==> src/verilog/ecpc_pkg.sv <==
// package for the echo canceller pin control block
// assumes one 25 MHz core clock; the eleven cfg, control and state select pins are resynchronised by the top module
package ecpc_pkg;
    // canceller functional states, pin pair value order
    typedef enum logic [1:0] {
        ECPC_MUTE = 2'h0,   // output muted
        ECPC_BYPASS = 2'h1,   // datapath transparent
        ECPC_ADAPT_OFF = 2'h2,   // cancel, frozen filter
        ECPC_ADAPT_ON = 2'h3    // cancel and adapt
    } ecpc_fstate_type;

    // per-canceller controls handed to the datapath
    typedef struct packed {
        logic nlp_en;          // nonlinear processor enabled
        logic rev_only;        // trigger only on phase-reversed tone
        logic a_law;           // 1 a-law, 0 mu-law
        logic itu_code;        // 1 g.711 coding, 0 sign-magnitude
        ecpc_fstate_type fstate; // functional state
    } ecpc_chan_ctl_type;

    // controller-mode register override bits
    typedef struct packed {
        logic nonlinear_proc_off_bit; // disables both processors
        logic phase_rev_off_bit;      // drops reversal qualification
        ecpc_fstate_type fstate_a;    // state of canceller a
        ecpc_fstate_type fstate_b;    // state of canceller b
    } ecpc_reg_ovr_type;

    // reset values and timing
    localparam int ECPC_SYNC_STAGES = 3;        // pin synchroniser depth
    localparam int ECPC_SLOT_AFTER = 4;         // frame pulse after this slot
    localparam int ECPC_SLOT_BITS = 8;          // bits per channel time slot
    localparam logic ECPC_TONE_IDLE = 1'b1;     // tone outputs idle high
    localparam logic ECPC_FRAME_IDLE = 1'b1;    // delayed frame pulse idle level
    localparam logic ECPC_CFG_CTRL = 1'b0;      // both cfg pins at this level
endpackage : ecpc_pkg

==> src/verilog/ecpc_sync.sv <==
// three-stage pin synchroniser with agreement filter
// assumes async inputs; output changes once stages two and three agree
`timescale 1ns/1ps
module ecpc_sync #(
    parameter int WIDTH = 1,
    parameter logic [WIDTH-1:0] INIT = '0
) (
    input wire logic core_clk,
    input wire logic nrst,
    input wire logic [WIDTH-1:0] pin,
    output logic [WIDTH-1:0] level
);
    import ecpc_pkg::*;

    // a zero-width bus would leave the level register empty
    if (WIDTH < 1) begin : g_bad_width
        $error("ecpc_sync needs at least one bit");
    end

    // all state in one struct
    typedef struct packed {
        logic [WIDTH-1:0] s1; // first stage, read only by s2
        logic [WIDTH-1:0] s2;
        logic [WIDTH-1:0] s3;
        logic [WIDTH-1:0] lv; // filtered level
    } ecpc_sync_st_type;

    ecpc_sync_st_type st_q;
    ecpc_sync_st_type st_d;

    // per bit: accept a change only when two later stages agree
    always_comb begin
        st_d = st_q;
        st_d.s1 = pin;
        st_d.s2 = st_q.s1;
        st_d.s3 = st_q.s2;
        for (int i = 0; i < WIDTH; i++) begin
            if (st_q.s2[i] == st_q.s3[i]) begin
                st_d.lv[i] = st_q.s3[i];
            end
        end
    end

    // register the state
    always_ff @(posedge core_clk or negedge nrst) begin
        if (!nrst) begin
            st_q <= {INIT, INIT, INIT, INIT};
        end else begin
            st_q <= st_d;
        end
    end

    assign level = st_q.lv;
endmodule : ecpc_sync

==> src/verilog/ecpc_top.sv <==
// pin control and mode decode for a dual voice echo canceller
// assumes the serial port engine, tone detectors and frame timing are elsewhere
`timescale 1ns/1ps
module ecpc_top (
    core_clk,
    nrst,
    cfg_pin_one,
    cfg_pin_two,
    nonlinear_proc_ctl,
    reversal_detect_sel,
    law_sel,
    code_fmt_sel,
    power_down_n,
    state_sel_b,
    state_sel_a,
    port_data_io_in,
    port_data_io_out,
    port_data_io_oe,
    port_rd_data,
    port_rd_phase,
    reg_ovr,
    tone_det_a,
    tone_det_b,
    frame_bus_mode,
    frame_in_n,
    slot_bit_en,
    tone_hit_a_n,
    tone_hit_b_n,
    frame_pulse_delayed_out,
    ctl_a,
    ctl_b,
    controller_mode,
    port_sclk,
    port_cs_n,
    port_sdi,
    core_reset_n,
    standby
);
    import ecpc_pkg::*;

    input wire logic core_clk;                 // 25 MHz core clock
    input wire logic nrst;                     // async reset, active low
    input wire logic cfg_pin_one;              // configuration pin
    input wire logic cfg_pin_two;              // configuration pin
    input wire logic nonlinear_proc_ctl;       // processor enable pin
    input wire logic reversal_detect_sel;      // reversal qualification pin
    input wire logic law_sel;                  // companding law pin
    input wire logic code_fmt_sel;             // code format pin
    input wire logic power_down_n;             // power-down pin, active low
    input wire logic [1:0] state_sel_b;        // [1] clock, [0] chip select in ctl mode
    input wire logic [1:0] state_sel_a;        // [1] port_data_in, [0] data io in
    input wire logic port_data_io_in;          // level seen on the io pin
    output logic port_data_io_out;             // driven level of io pin
    output logic port_data_io_oe;              // high while driving io pin
    input wire logic port_rd_data;             // read bit from port engine
    input wire logic port_rd_phase;            // engine is in a read data phase
    input wire ecpc_pkg::ecpc_reg_ovr_type reg_ovr; // control register overrides
    input wire logic tone_det_a;               // canceller a tone detected
    input wire logic tone_det_b;               // canceller b tone detected
    input wire logic frame_bus_mode;           // 1 frame-pulse bus, 0 strobe mode
    input wire logic frame_in_n;               // synchronised frame pulse, low active
    input wire logic slot_bit_en;              // one pulse per bit time
    output logic tone_hit_a_n;                 // tone detect a, active low
    output logic tone_hit_b_n;                 // tone detect b, active low
    output logic frame_pulse_delayed_out;      // delayed frame pulse, low active
    output ecpc_pkg::ecpc_chan_ctl_type ctl_a; // controls for canceller a
    output ecpc_pkg::ecpc_chan_ctl_type ctl_b; // controls for canceller b
    output logic controller_mode;              // serial port mode active
    output logic port_sclk;                    // serial clock to port engine
    output logic port_cs_n;                    // chip select to port engine
    output logic port_sdi;                     // serial data in to port engine
    output logic core_reset_n;                 // datapath reset, active low
    output logic standby;                      // low power request

    localparam int SLOT_CNT_W = $clog2(ECPC_SLOT_AFTER * ECPC_SLOT_BITS + 1);
    localparam logic [SLOT_CNT_W-1:0] SLOT_END = SLOT_CNT_W'(ECPC_SLOT_AFTER * ECPC_SLOT_BITS);

    // pin inputs collected for one synchroniser
    localparam int PIN_W = 11;
    logic [PIN_W-1:0] pin_raw;
    logic [PIN_W-1:0] pin_s;
    assign pin_raw = {cfg_pin_one, cfg_pin_two, nonlinear_proc_ctl, reversal_detect_sel,
                      law_sel, code_fmt_sel, power_down_n, state_sel_b, state_sel_a};

    // pins synchronised; power-down idles high so no standby glitch at reset
    // cfg pins and chip select idle high: no controller mode or select glitch
    ecpc_sync #(.WIDTH(PIN_W), .INIT(PIN_W'(11'h634))) u_sync (
        .core_clk(core_clk),
        .nrst(nrst),
        .pin(pin_raw),
        .level(pin_s)
    );

    // readable names for synchronised pins
    logic s_cfg1, s_cfg2, s_nlp, s_rev, s_law, s_fmt, s_pwr;
    logic [1:0] s_sb;
    logic [1:0] s_sa;
    assign {s_cfg1, s_cfg2, s_nlp, s_rev, s_law, s_fmt, s_pwr, s_sb, s_sa} = pin_s;

    // all module state
    typedef struct packed {
        logic ctl_mode;
        ecpc_chan_ctl_type a;
        ecpc_chan_ctl_type b;
        logic td_a_n;
        logic td_b_n;
        logic fp_out;
        logic fp_armed;
        logic [SLOT_CNT_W-1:0] slot_cnt;
        logic sclk;
        logic cs_n;
        logic sdi;
        logic io_out;
        logic io_oe;
        logic rst_n;
        logic stby;
    } ecpc_st_type;

    ecpc_st_type st_q;
    ecpc_st_type st_d;

    // next state
    always_comb begin
        st_d = st_q;
        // serial port only when both cfg pins low
        st_d.ctl_mode = (s_cfg1 == ECPC_CFG_CTRL) && (s_cfg2 == ECPC_CFG_CTRL);
        // power-down holds the datapath in reset and standby
        st_d.rst_n = s_pwr;
        st_d.stby = !s_pwr;
        // law and format act in both modes
        st_d.a.a_law = s_law;
        st_d.b.a_law = s_law;
        st_d.a.itu_code = s_fmt;
        st_d.b.itu_code = s_fmt;
        if (st_q.ctl_mode) begin
            // pins ignored, register bits steer
            st_d.a.nlp_en = !reg_ovr.nonlinear_proc_off_bit;
            st_d.b.nlp_en = !reg_ovr.nonlinear_proc_off_bit;
            st_d.a.rev_only = !reg_ovr.phase_rev_off_bit;
            st_d.b.rev_only = !reg_ovr.phase_rev_off_bit;
            st_d.a.fstate = reg_ovr.fstate_a;
            st_d.b.fstate = reg_ovr.fstate_b;
            // state pins reused as the serial port
            st_d.sclk = s_sb[1];
            st_d.cs_n = s_sb[0];
            st_d.sdi = s_sa[1];
        end else begin
            st_d.a.nlp_en = s_nlp;
            st_d.b.nlp_en = s_nlp;
            st_d.a.rev_only = s_rev;
            st_d.b.rev_only = s_rev;
            st_d.a.fstate = ecpc_fstate_type'(s_sa);
            st_d.b.fstate = ecpc_fstate_type'(s_sb);
            // port held deselected so the engine sees no traffic
            st_d.sclk = 1'b0;
            st_d.cs_n = 1'b1;
            st_d.sdi = 1'b0;
        end
        // data io drives only in a read phase under chip select
        st_d.io_oe = st_q.ctl_mode && !s_sb[0] && port_rd_phase;
        st_d.io_out = port_rd_data;
        // tone outputs follow detectors, released when detector clears
        st_d.td_a_n = !tone_det_a;
        st_d.td_b_n = !tone_det_b;
        // delayed frame: count bit times after the frame pulse
        if (!frame_bus_mode) begin
            st_d.fp_out = 1'b0;
            st_d.fp_armed = 1'b0;
            st_d.slot_cnt = '0;
        end else begin
            st_d.fp_out = ECPC_FRAME_IDLE;
            if (!frame_in_n) begin
                st_d.fp_armed = 1'b1;
                st_d.slot_cnt = '0;
            end else if (st_q.fp_armed && slot_bit_en) begin
                if (st_q.slot_cnt == SLOT_END - SLOT_CNT_W'(1)) begin
                    // pulse one bit time long after slot four
                    st_d.fp_armed = 1'b0;
                    st_d.slot_cnt = '0;
                end else begin
                    st_d.slot_cnt = st_q.slot_cnt + SLOT_CNT_W'(1);
                end
            end
            if (st_q.fp_armed && st_q.slot_cnt == SLOT_END - SLOT_CNT_W'(1)) begin
                st_d.fp_out = 1'b0;
            end
        end
        // standby clears the detect outputs as the datapath is reset
        if (!s_pwr) begin
            st_d.td_a_n = ECPC_TONE_IDLE;
            st_d.td_b_n = ECPC_TONE_IDLE;
            st_d.io_oe = 1'b0;
        end
    end

    // register state; reset pulls datapath into reset
    always_ff @(posedge core_clk or negedge nrst) begin
        if (!nrst) begin
            st_q <= '0;
            st_q.td_a_n <= ECPC_TONE_IDLE;
            st_q.td_b_n <= ECPC_TONE_IDLE;
            st_q.cs_n <= 1'b1;
            st_q.stby <= 1'b1;
        end else begin
            st_q <= st_d;
        end
    end

    // outputs straight from flip-flops
    assign controller_mode = st_q.ctl_mode;
    assign ctl_a = st_q.a;
    assign ctl_b = st_q.b;
    assign tone_hit_a_n = st_q.td_a_n;
    assign tone_hit_b_n = st_q.td_b_n;
    assign frame_pulse_delayed_out = st_q.fp_out;
    assign port_sclk = st_q.sclk;
    assign port_cs_n = st_q.cs_n;
    assign port_sdi = st_q.sdi;
    assign port_data_io_out = st_q.io_out;
    assign port_data_io_oe = st_q.io_oe;
    assign core_reset_n = st_q.rst_n;
    assign standby = st_q.stby;

    // assertions
    property p_nlp_pin;
        @(posedge core_clk) disable iff (!nrst)
        !st_q.ctl_mode |=> ctl_a.nlp_en == $past(s_nlp) && ctl_b.nlp_en == $past(s_nlp);
    endproperty
    a_nlp_pin: assert property (p_nlp_pin) else $error("nlp pin not followed");

    property p_nlp_reg;
        @(posedge core_clk) disable iff (!nrst)
        st_q.ctl_mode |=> ctl_a.nlp_en != $past(reg_ovr.nonlinear_proc_off_bit);
    endproperty
    a_nlp_reg: assert property (p_nlp_reg) else $error("nlp off bit not followed");

    property p_rev;
        @(posedge core_clk) disable iff (!nrst)
        !st_q.ctl_mode |=> ctl_b.rev_only == $past(s_rev);
    endproperty
    a_rev: assert property (p_rev) else $error("reversal pin not followed");

    property p_rev_reg;
        @(posedge core_clk) disable iff (!nrst)
        st_q.ctl_mode |=> ctl_a.rev_only != $past(reg_ovr.phase_rev_off_bit);
    endproperty
    a_rev_reg: assert property (p_rev_reg) else $error("phase off bit not followed");

    property p_law;
        @(posedge core_clk) disable iff (!nrst)
        1'b1 |=> ctl_a.a_law == $past(s_law) && ctl_b.itu_code == $past(s_fmt);
    endproperty
    a_law: assert property (p_law) else $error("law or format wrong");

    property p_pwr;
        @(posedge core_clk) disable iff (!nrst)
        !s_pwr |=> !core_reset_n && standby && tone_hit_a_n;
    endproperty
    a_pwr: assert property (p_pwr) else $error("power-down not applied");

    property p_tone;
        @(posedge core_clk) disable iff (!nrst)
        tone_det_a && s_pwr |=> !tone_hit_a_n;
    endproperty
    a_tone: assert property (p_tone) else $error("tone a not flagged");

    property p_mode;
        @(posedge core_clk) disable iff (!nrst)
        s_cfg1 |=> !controller_mode;
    endproperty
    a_mode: assert property (p_mode) else $error("controller mode with cfg high");

    property p_io;
        @(posedge core_clk) disable iff (!nrst)
        !port_rd_phase |=> !port_data_io_oe;
    endproperty
    a_io: assert property (p_io) else $error("io driven outside read");

    property p_strobe;
        @(posedge core_clk) disable iff (!nrst)
        !frame_bus_mode |=> !frame_pulse_delayed_out;
    endproperty
    a_strobe: assert property (p_strobe) else $error("delayed frame not low");
endmodule : ecpc_top

==> config.mk <==
export PLATFORM = sky130hd
export DESIGN_NAME = ecpc_top
export DESIGN_NICKNAME = d
export VERILOG_FILES = /design/src/verilog/ecpc_pkg.sv /design/src/verilog/ecpc_sync.sv /design/src/verilog/ecpc_top.sv
export SDC_FILE = /design/constraint.sdc
export NUM_CORES = 1
export LEC_CHECK = 0
export BUFFER_PORTS_ARGS = -buffer_cell sky130_fd_sc_hd__buf_2
export CAP_MARGIN = 20
export CORE_MARGIN = 1
export CORE_UTILIZATION = 56
export DETAILED_ROUTE_END_ITERATION = 12
export PLACE_DENSITY = 0.86
export SLEW_MARGIN = 20
export SYNTH_ARGS = -nofsm -noshare
export SYNTH_HDL_FRONTEND = slang
export SYNTH_SLANG_ARGS = --single-unit
==> constraint.sdc <==
create_clock -name core_clk -period 2 [get_ports core_clk]
set_input_delay 0.2 -clock core_clk [delete_from_list [all_inputs] [get_ports core_clk]]
set_output_delay 0.2 -clock core_clk [all_outputs]
set_load 0.01 [all_outputs]
==> flow_results.xml <==
<?xml version="1.0" encoding="UTF-8"?>
<metrics>
  <group name="run_status">
    <metric name="outcome" unit="">finished, final reports clean</metric>
  </group>
  <group name="drt">
    <metric name="detailroute.wirelength.met3" unit="um">216</metric>
    <metric name="drt_first_iter_violations" unit="">95</metric>
    <metric name="routedWlPerCell" unit="um">13.7</metric>
    <metric name="totalWireLength" unit="um">3550</metric>
    <metric name="top_layer_used" unit="">met4</metric>
    <metric name="dr_wl_met2" unit="um">1850</metric>
    <metric name="vias" unit="">1280</metric>
    <metric name="met1_length" unit="um">1460</metric>
    <metric name="antenna_violating_nets_remaining" unit="">0</metric>
    <metric name="tritonroute_pass_1_iters" unit="">6</metric>
    <metric name="vias_per_cell" unit="">4.94</metric>
    <metric name="drt_drc_violations_left" unit="">0</metric>
  </group>
  <group name="clock_tree">
    <metric name="numClockSinks" unit="">70</metric>
    <metric name="clk_path_buf_depth" unit="">2</metric>
    <metric name="cts_hold_buf" unit="">15</metric>
    <metric name="ctsHtreeMaxLevel" unit="">3</metric>
    <metric name="clk_pin_slew" unit="ps">70</metric>
    <metric name="tritoncts.num_buffers" unit="">9</metric>
    <metric name="cts-resized-gates" unit="">0</metric>
    <metric name="clk-insertion-delay-late" unit="ps">320</metric>
    <metric name="post-cts-setup-buffers" unit="">0</metric>
    <metric name="tritoncts" unit="">built</metric>
    <metric name="cts_root_buffer" unit="">clkbuf_8</metric>
  </group>
  <group name="global_routing">
    <metric name="first_pass_grt_wire_length" unit="um">6040</metric>
    <metric name="grt_pass1_vias" unit="">1319</metric>
    <metric name="globalRoute.totalOverflow" unit="">0</metric>
    <metric name="globalRouteTotalUtil" unit="">0.197</metric>
    <metric name="largest_net_degree_at_the_start_of_global_routing" unit="">71</metric>
    <metric name="initial_antenna_violation_count" unit="">0</metric>
  </group>
  <group name="worst_setup_path">
    <metric name="crit_buf_inv" unit="">0</metric>
    <metric name="worstSetupStartpoint" unit="">st_q[7]$_DFFE_PN0P_</metric>
    <metric name="path_max_fanout" unit="">5</metric>
    <metric name="worstPathCellList" unit="">ha_1 -&gt; nand2_1 -&gt; or4b_1 -&gt; a21oi_1</metric>
    <metric name="worstRegToRegCells" unit="">4</metric>
    <metric name="worstSetupPathType" unit="">flop to flop</metric>
    <metric name="worst-endpoint-required" unit="ps">2250</metric>
    <metric name="critical_path_cell_count" unit="">4</metric>
    <metric name="crit_end" unit="">st_q[12]$_DFFE_PN0P_</metric>
    <metric name="timing.critical_path.from_type" unit="">flop</metric>
    <metric name="path_delay_family" unit="">simple AND/OR/NAND/NOR gates</metric>
    <metric name="critPathCaptureType" unit="">flop</metric>
    <metric name="rr_startpoint" unit="">st_q[7]$_DFFE_PN0P_</metric>
    <metric name="worst_ep_arrival_time" unit="ps">1730</metric>
    <metric name="crit-reg2reg-capture" unit="">st_q[12]$_DFFE_PN0P_</metric>
    <metric name="r2r_slack" unit="ps">520</metric>
    <metric name="cpPeakStageDelay" unit="ps">450</metric>
    <metric name="critical_path_top_delay_cell" unit="">or4b_1</metric>
  </group>
  <group name="layout">
    <metric name="layout.core_utilization" unit="">0.753</metric>
    <metric name="most_common_library_cell_in_the_layout_ignoring_fill_and_taps" unit="">buf_2</metric>
    <metric name="final_net_count" unit="">234</metric>
    <metric name="top_library_cells_by_usage_in_the_layout_fill_and_taps_aside" unit="">48 x buf_2, 46 x dfrtp_1, 24 x dfstp_2</metric>
    <metric name="layout_cell_share_with_drive_strength_beyond_1" unit="">0.441</metric>
    <metric name="n_antenna_cell" unit="">0</metric>
    <metric name="layout-area-overhead-vs-synth" unit="%">24.5</metric>
  </group>
  <group name="placement">
    <metric name="dpl.hpwl" unit="um">2270</metric>
    <metric name="gp_congestion" unit="">0.690</metric>
    <metric name="io_buffer_count" unit="">48</metric>
    <metric name="pre_cts_setup_slack" unit="ps">541</metric>
  </group>
  <group name="timing">
    <metric name="final_hold_viol_count" unit="">0</metric>
    <metric name="post-route-period-util" unit="">0.742</metric>
    <metric name="slew_viol_final" unit="">0</metric>
    <metric name="timing.clock.skew" unit="ps">4.80</metric>
    <metric name="worst_margin_pin_slew" unit="ps">392</metric>
    <metric name="finalSetupTns" unit="ps">0</metric>
    <metric name="finalCriticalPeriod" unit="ps">1480</metric>
    <metric name="setup_viol" unit="">0</metric>
    <metric name="rsz_0062_raised_after_global_routing" unit="">no</metric>
    <metric name="post-route-worst-setup-slack" unit="ps">515</metric>
    <metric name="achievable-frequency" unit="MHz">673</metric>
    <metric name="relSlewSlack" unit="">0.739</metric>
  </group>
  <group name="die">
    <metric name="die-height" unit="um">66.0</metric>
    <metric name="floorplan.die.width" unit="um">66.0</metric>
    <metric name="core_area" unit="sq um">3800</metric>
    <metric name="area_of_the_die" unit="sq um">4360</metric>
    <metric name="floorplan.rows" unit="">22</metric>
    <metric name="start_util" unit="">0.604</metric>
    <metric name="boundaryPins" unit="">50</metric>
  </group>
  <group name="yosys">
    <metric name="synth_seq_cells" unit="">70</metric>
    <metric name="post_synth_num_cell_types" unit="">26</metric>
    <metric name="mappedNetlistArea" unit="sq um">2300</metric>
    <metric name="synth_sequential_area_ratio" unit="">0.776</metric>
    <metric name="synth_warnings" unit="">0</metric>
    <metric name="postSynthAreaPerCell" unit="sq um">15.9</metric>
    <metric name="post_synth_inst_count" unit="">144</metric>
    <metric name="synthesis.nets" unit="">172</metric>
  </group>
  <group name="job">
    <metric name="maxCapViolations" unit="">0</metric>
  </group>
  <group name="pwr">
    <metric name="reported_leakage_power" unit="uW">0.00130</metric>
    <metric name="max-vdd-ir-drop" unit="mV">0.691</metric>
    <metric name="power.density_cell_area" unit="nW/um^2">982</metric>
  </group>
  <group name="hold_path">
    <metric name="hold_path.class" unit="">input port to flop</metric>
  </group>
</metrics>
==> registers in the layout, indices dropped and copies added, names as in the netlist <==
signal                   cells
u_sync.st_d                 22
u_sync.level                11
u_sync.st_q                 11
st_q                         7
ctl_a                        4
ctl_b                        4
controller_mode              1
core_reset_n                 1
frame_pulse_delayed_out      1
port_cs_n                    1
port_data_io_oe              1
port_data_io_out             1
port_sclk                    1
port_sdi                     1
standby                      1
tone_hit_a_n                 1
tone_hit_b_n                 1
==> where the power goes <==
part | internal, uW | switching [uW] | leakage, uW
clock network | 548 | 464 | 0.0000954
logic | 108 | 100 | 0.000392
registers | 1540 | 51.8 | 0.000811
==> stage by stage <==
step	std cells	total power (uW)	hold WS [ps]	instance area, sq um
floorplan	144	1720	-95.6	2300
finish	259	2810	45.0	2860
detailed placement	228	1800	246	2520
CTS	259	2850	25.3	2860
global placement	228	1780	234	2520
global route	259	2950	19.8	2860
==> layer usage <==
| metal | vias up | global-route usage |
|---|---|---|
| met5 | - | 0 |
| met3 | 7 | 0.0776 |
| met4 | 0 | 0.0718 |
| li1 | 597 | - |
| met2 | 52 | 0.323 |
| met1 | 624 | 0.235 |
==> cell usage after synthesis, drive strengths merged <==
cell type | n | area [sq um]
a21boi | 1 | 7.51
a21oi | 4 | 20.0
a311oi | 1 | 8.76
a31oi | 1 | 6.26
a41oi | 1 | 8.76
and2 | 3 | 18.8
buf | 12 | 90.1
clkbuf | 1 | 3.75
dfrtp | 46 | 1150
dfstp | 24 | 631
ha | 1 | 12.5
inv | 5 | 18.8
maj3 | 11 | 110
mux2 | 4 | 45.0
mux2i | 2 | 20.0
nand2 | 8 | 30.0
nand2b | 1 | 6.26
nand3 | 3 | 20.0
nand4 | 2 | 12.5
nor2 | 4 | 15.0
o211ai | 2 | 15.0
o21ai | 4 | 20.0
or3 | 1 | 6.26
or4b | 1 | 10.0
xor2 | 1 | 8.76
==> how the worst min path moves through the flow <==
stage | start | to | slack, ps | cells after the start
CTS | reg_ovr[4] | ctl_a[4]$_DFF_PN0_ | 30 | 2
detailed placement | nrst | u_sync.level[1]$_DFFE_PN0N_ | 250 | 2
finish | reg_ovr[4] | ctl_a[4]$_DFF_PN0_ | 40 | 2
global placement | nrst | u_sync.level[1]$_DFFE_PN0N_ | 230 | 2
global route | reg_ovr[4] | ctl_a[4]$_DFF_PN0_ | 20 | 2
floorplan | nrst | controller_mode$_DFF_PN0_ | -100 | 0
==> area by class of cell <==
type / count / area, sq um
sequential: 70 / 1780
fill: 248 / 940
timing repair buffer: 64 / 410
multi-input combinational: 56 / 402
clock buffer: 13 / 169
tap: 48 / 60.1
inverter: 5 / 18.8
clock inverter: 3 / 17.5
==> logic make-up (layout without fill, tap and decap cells) <==
logic type | Yosys count | in the layout | synth area share
adder cells (fa/ha/maj) | 12 | 12 | 0.0534
XOR/XNOR | 1 | 1 | 0.00382
flip-flops | 70 | 70 | 0.776
AO/OA/AOI/OAI | 14 | 14 | 0.0376
multiplexers | 6 | 6 | 0.0283
AND/OR/NAND/NOR | 23 | 23 | 0.0518
buffers and inverters | 18 | 85 | 0.0490
Note: power is estimated with default switching activity, not from simulation.
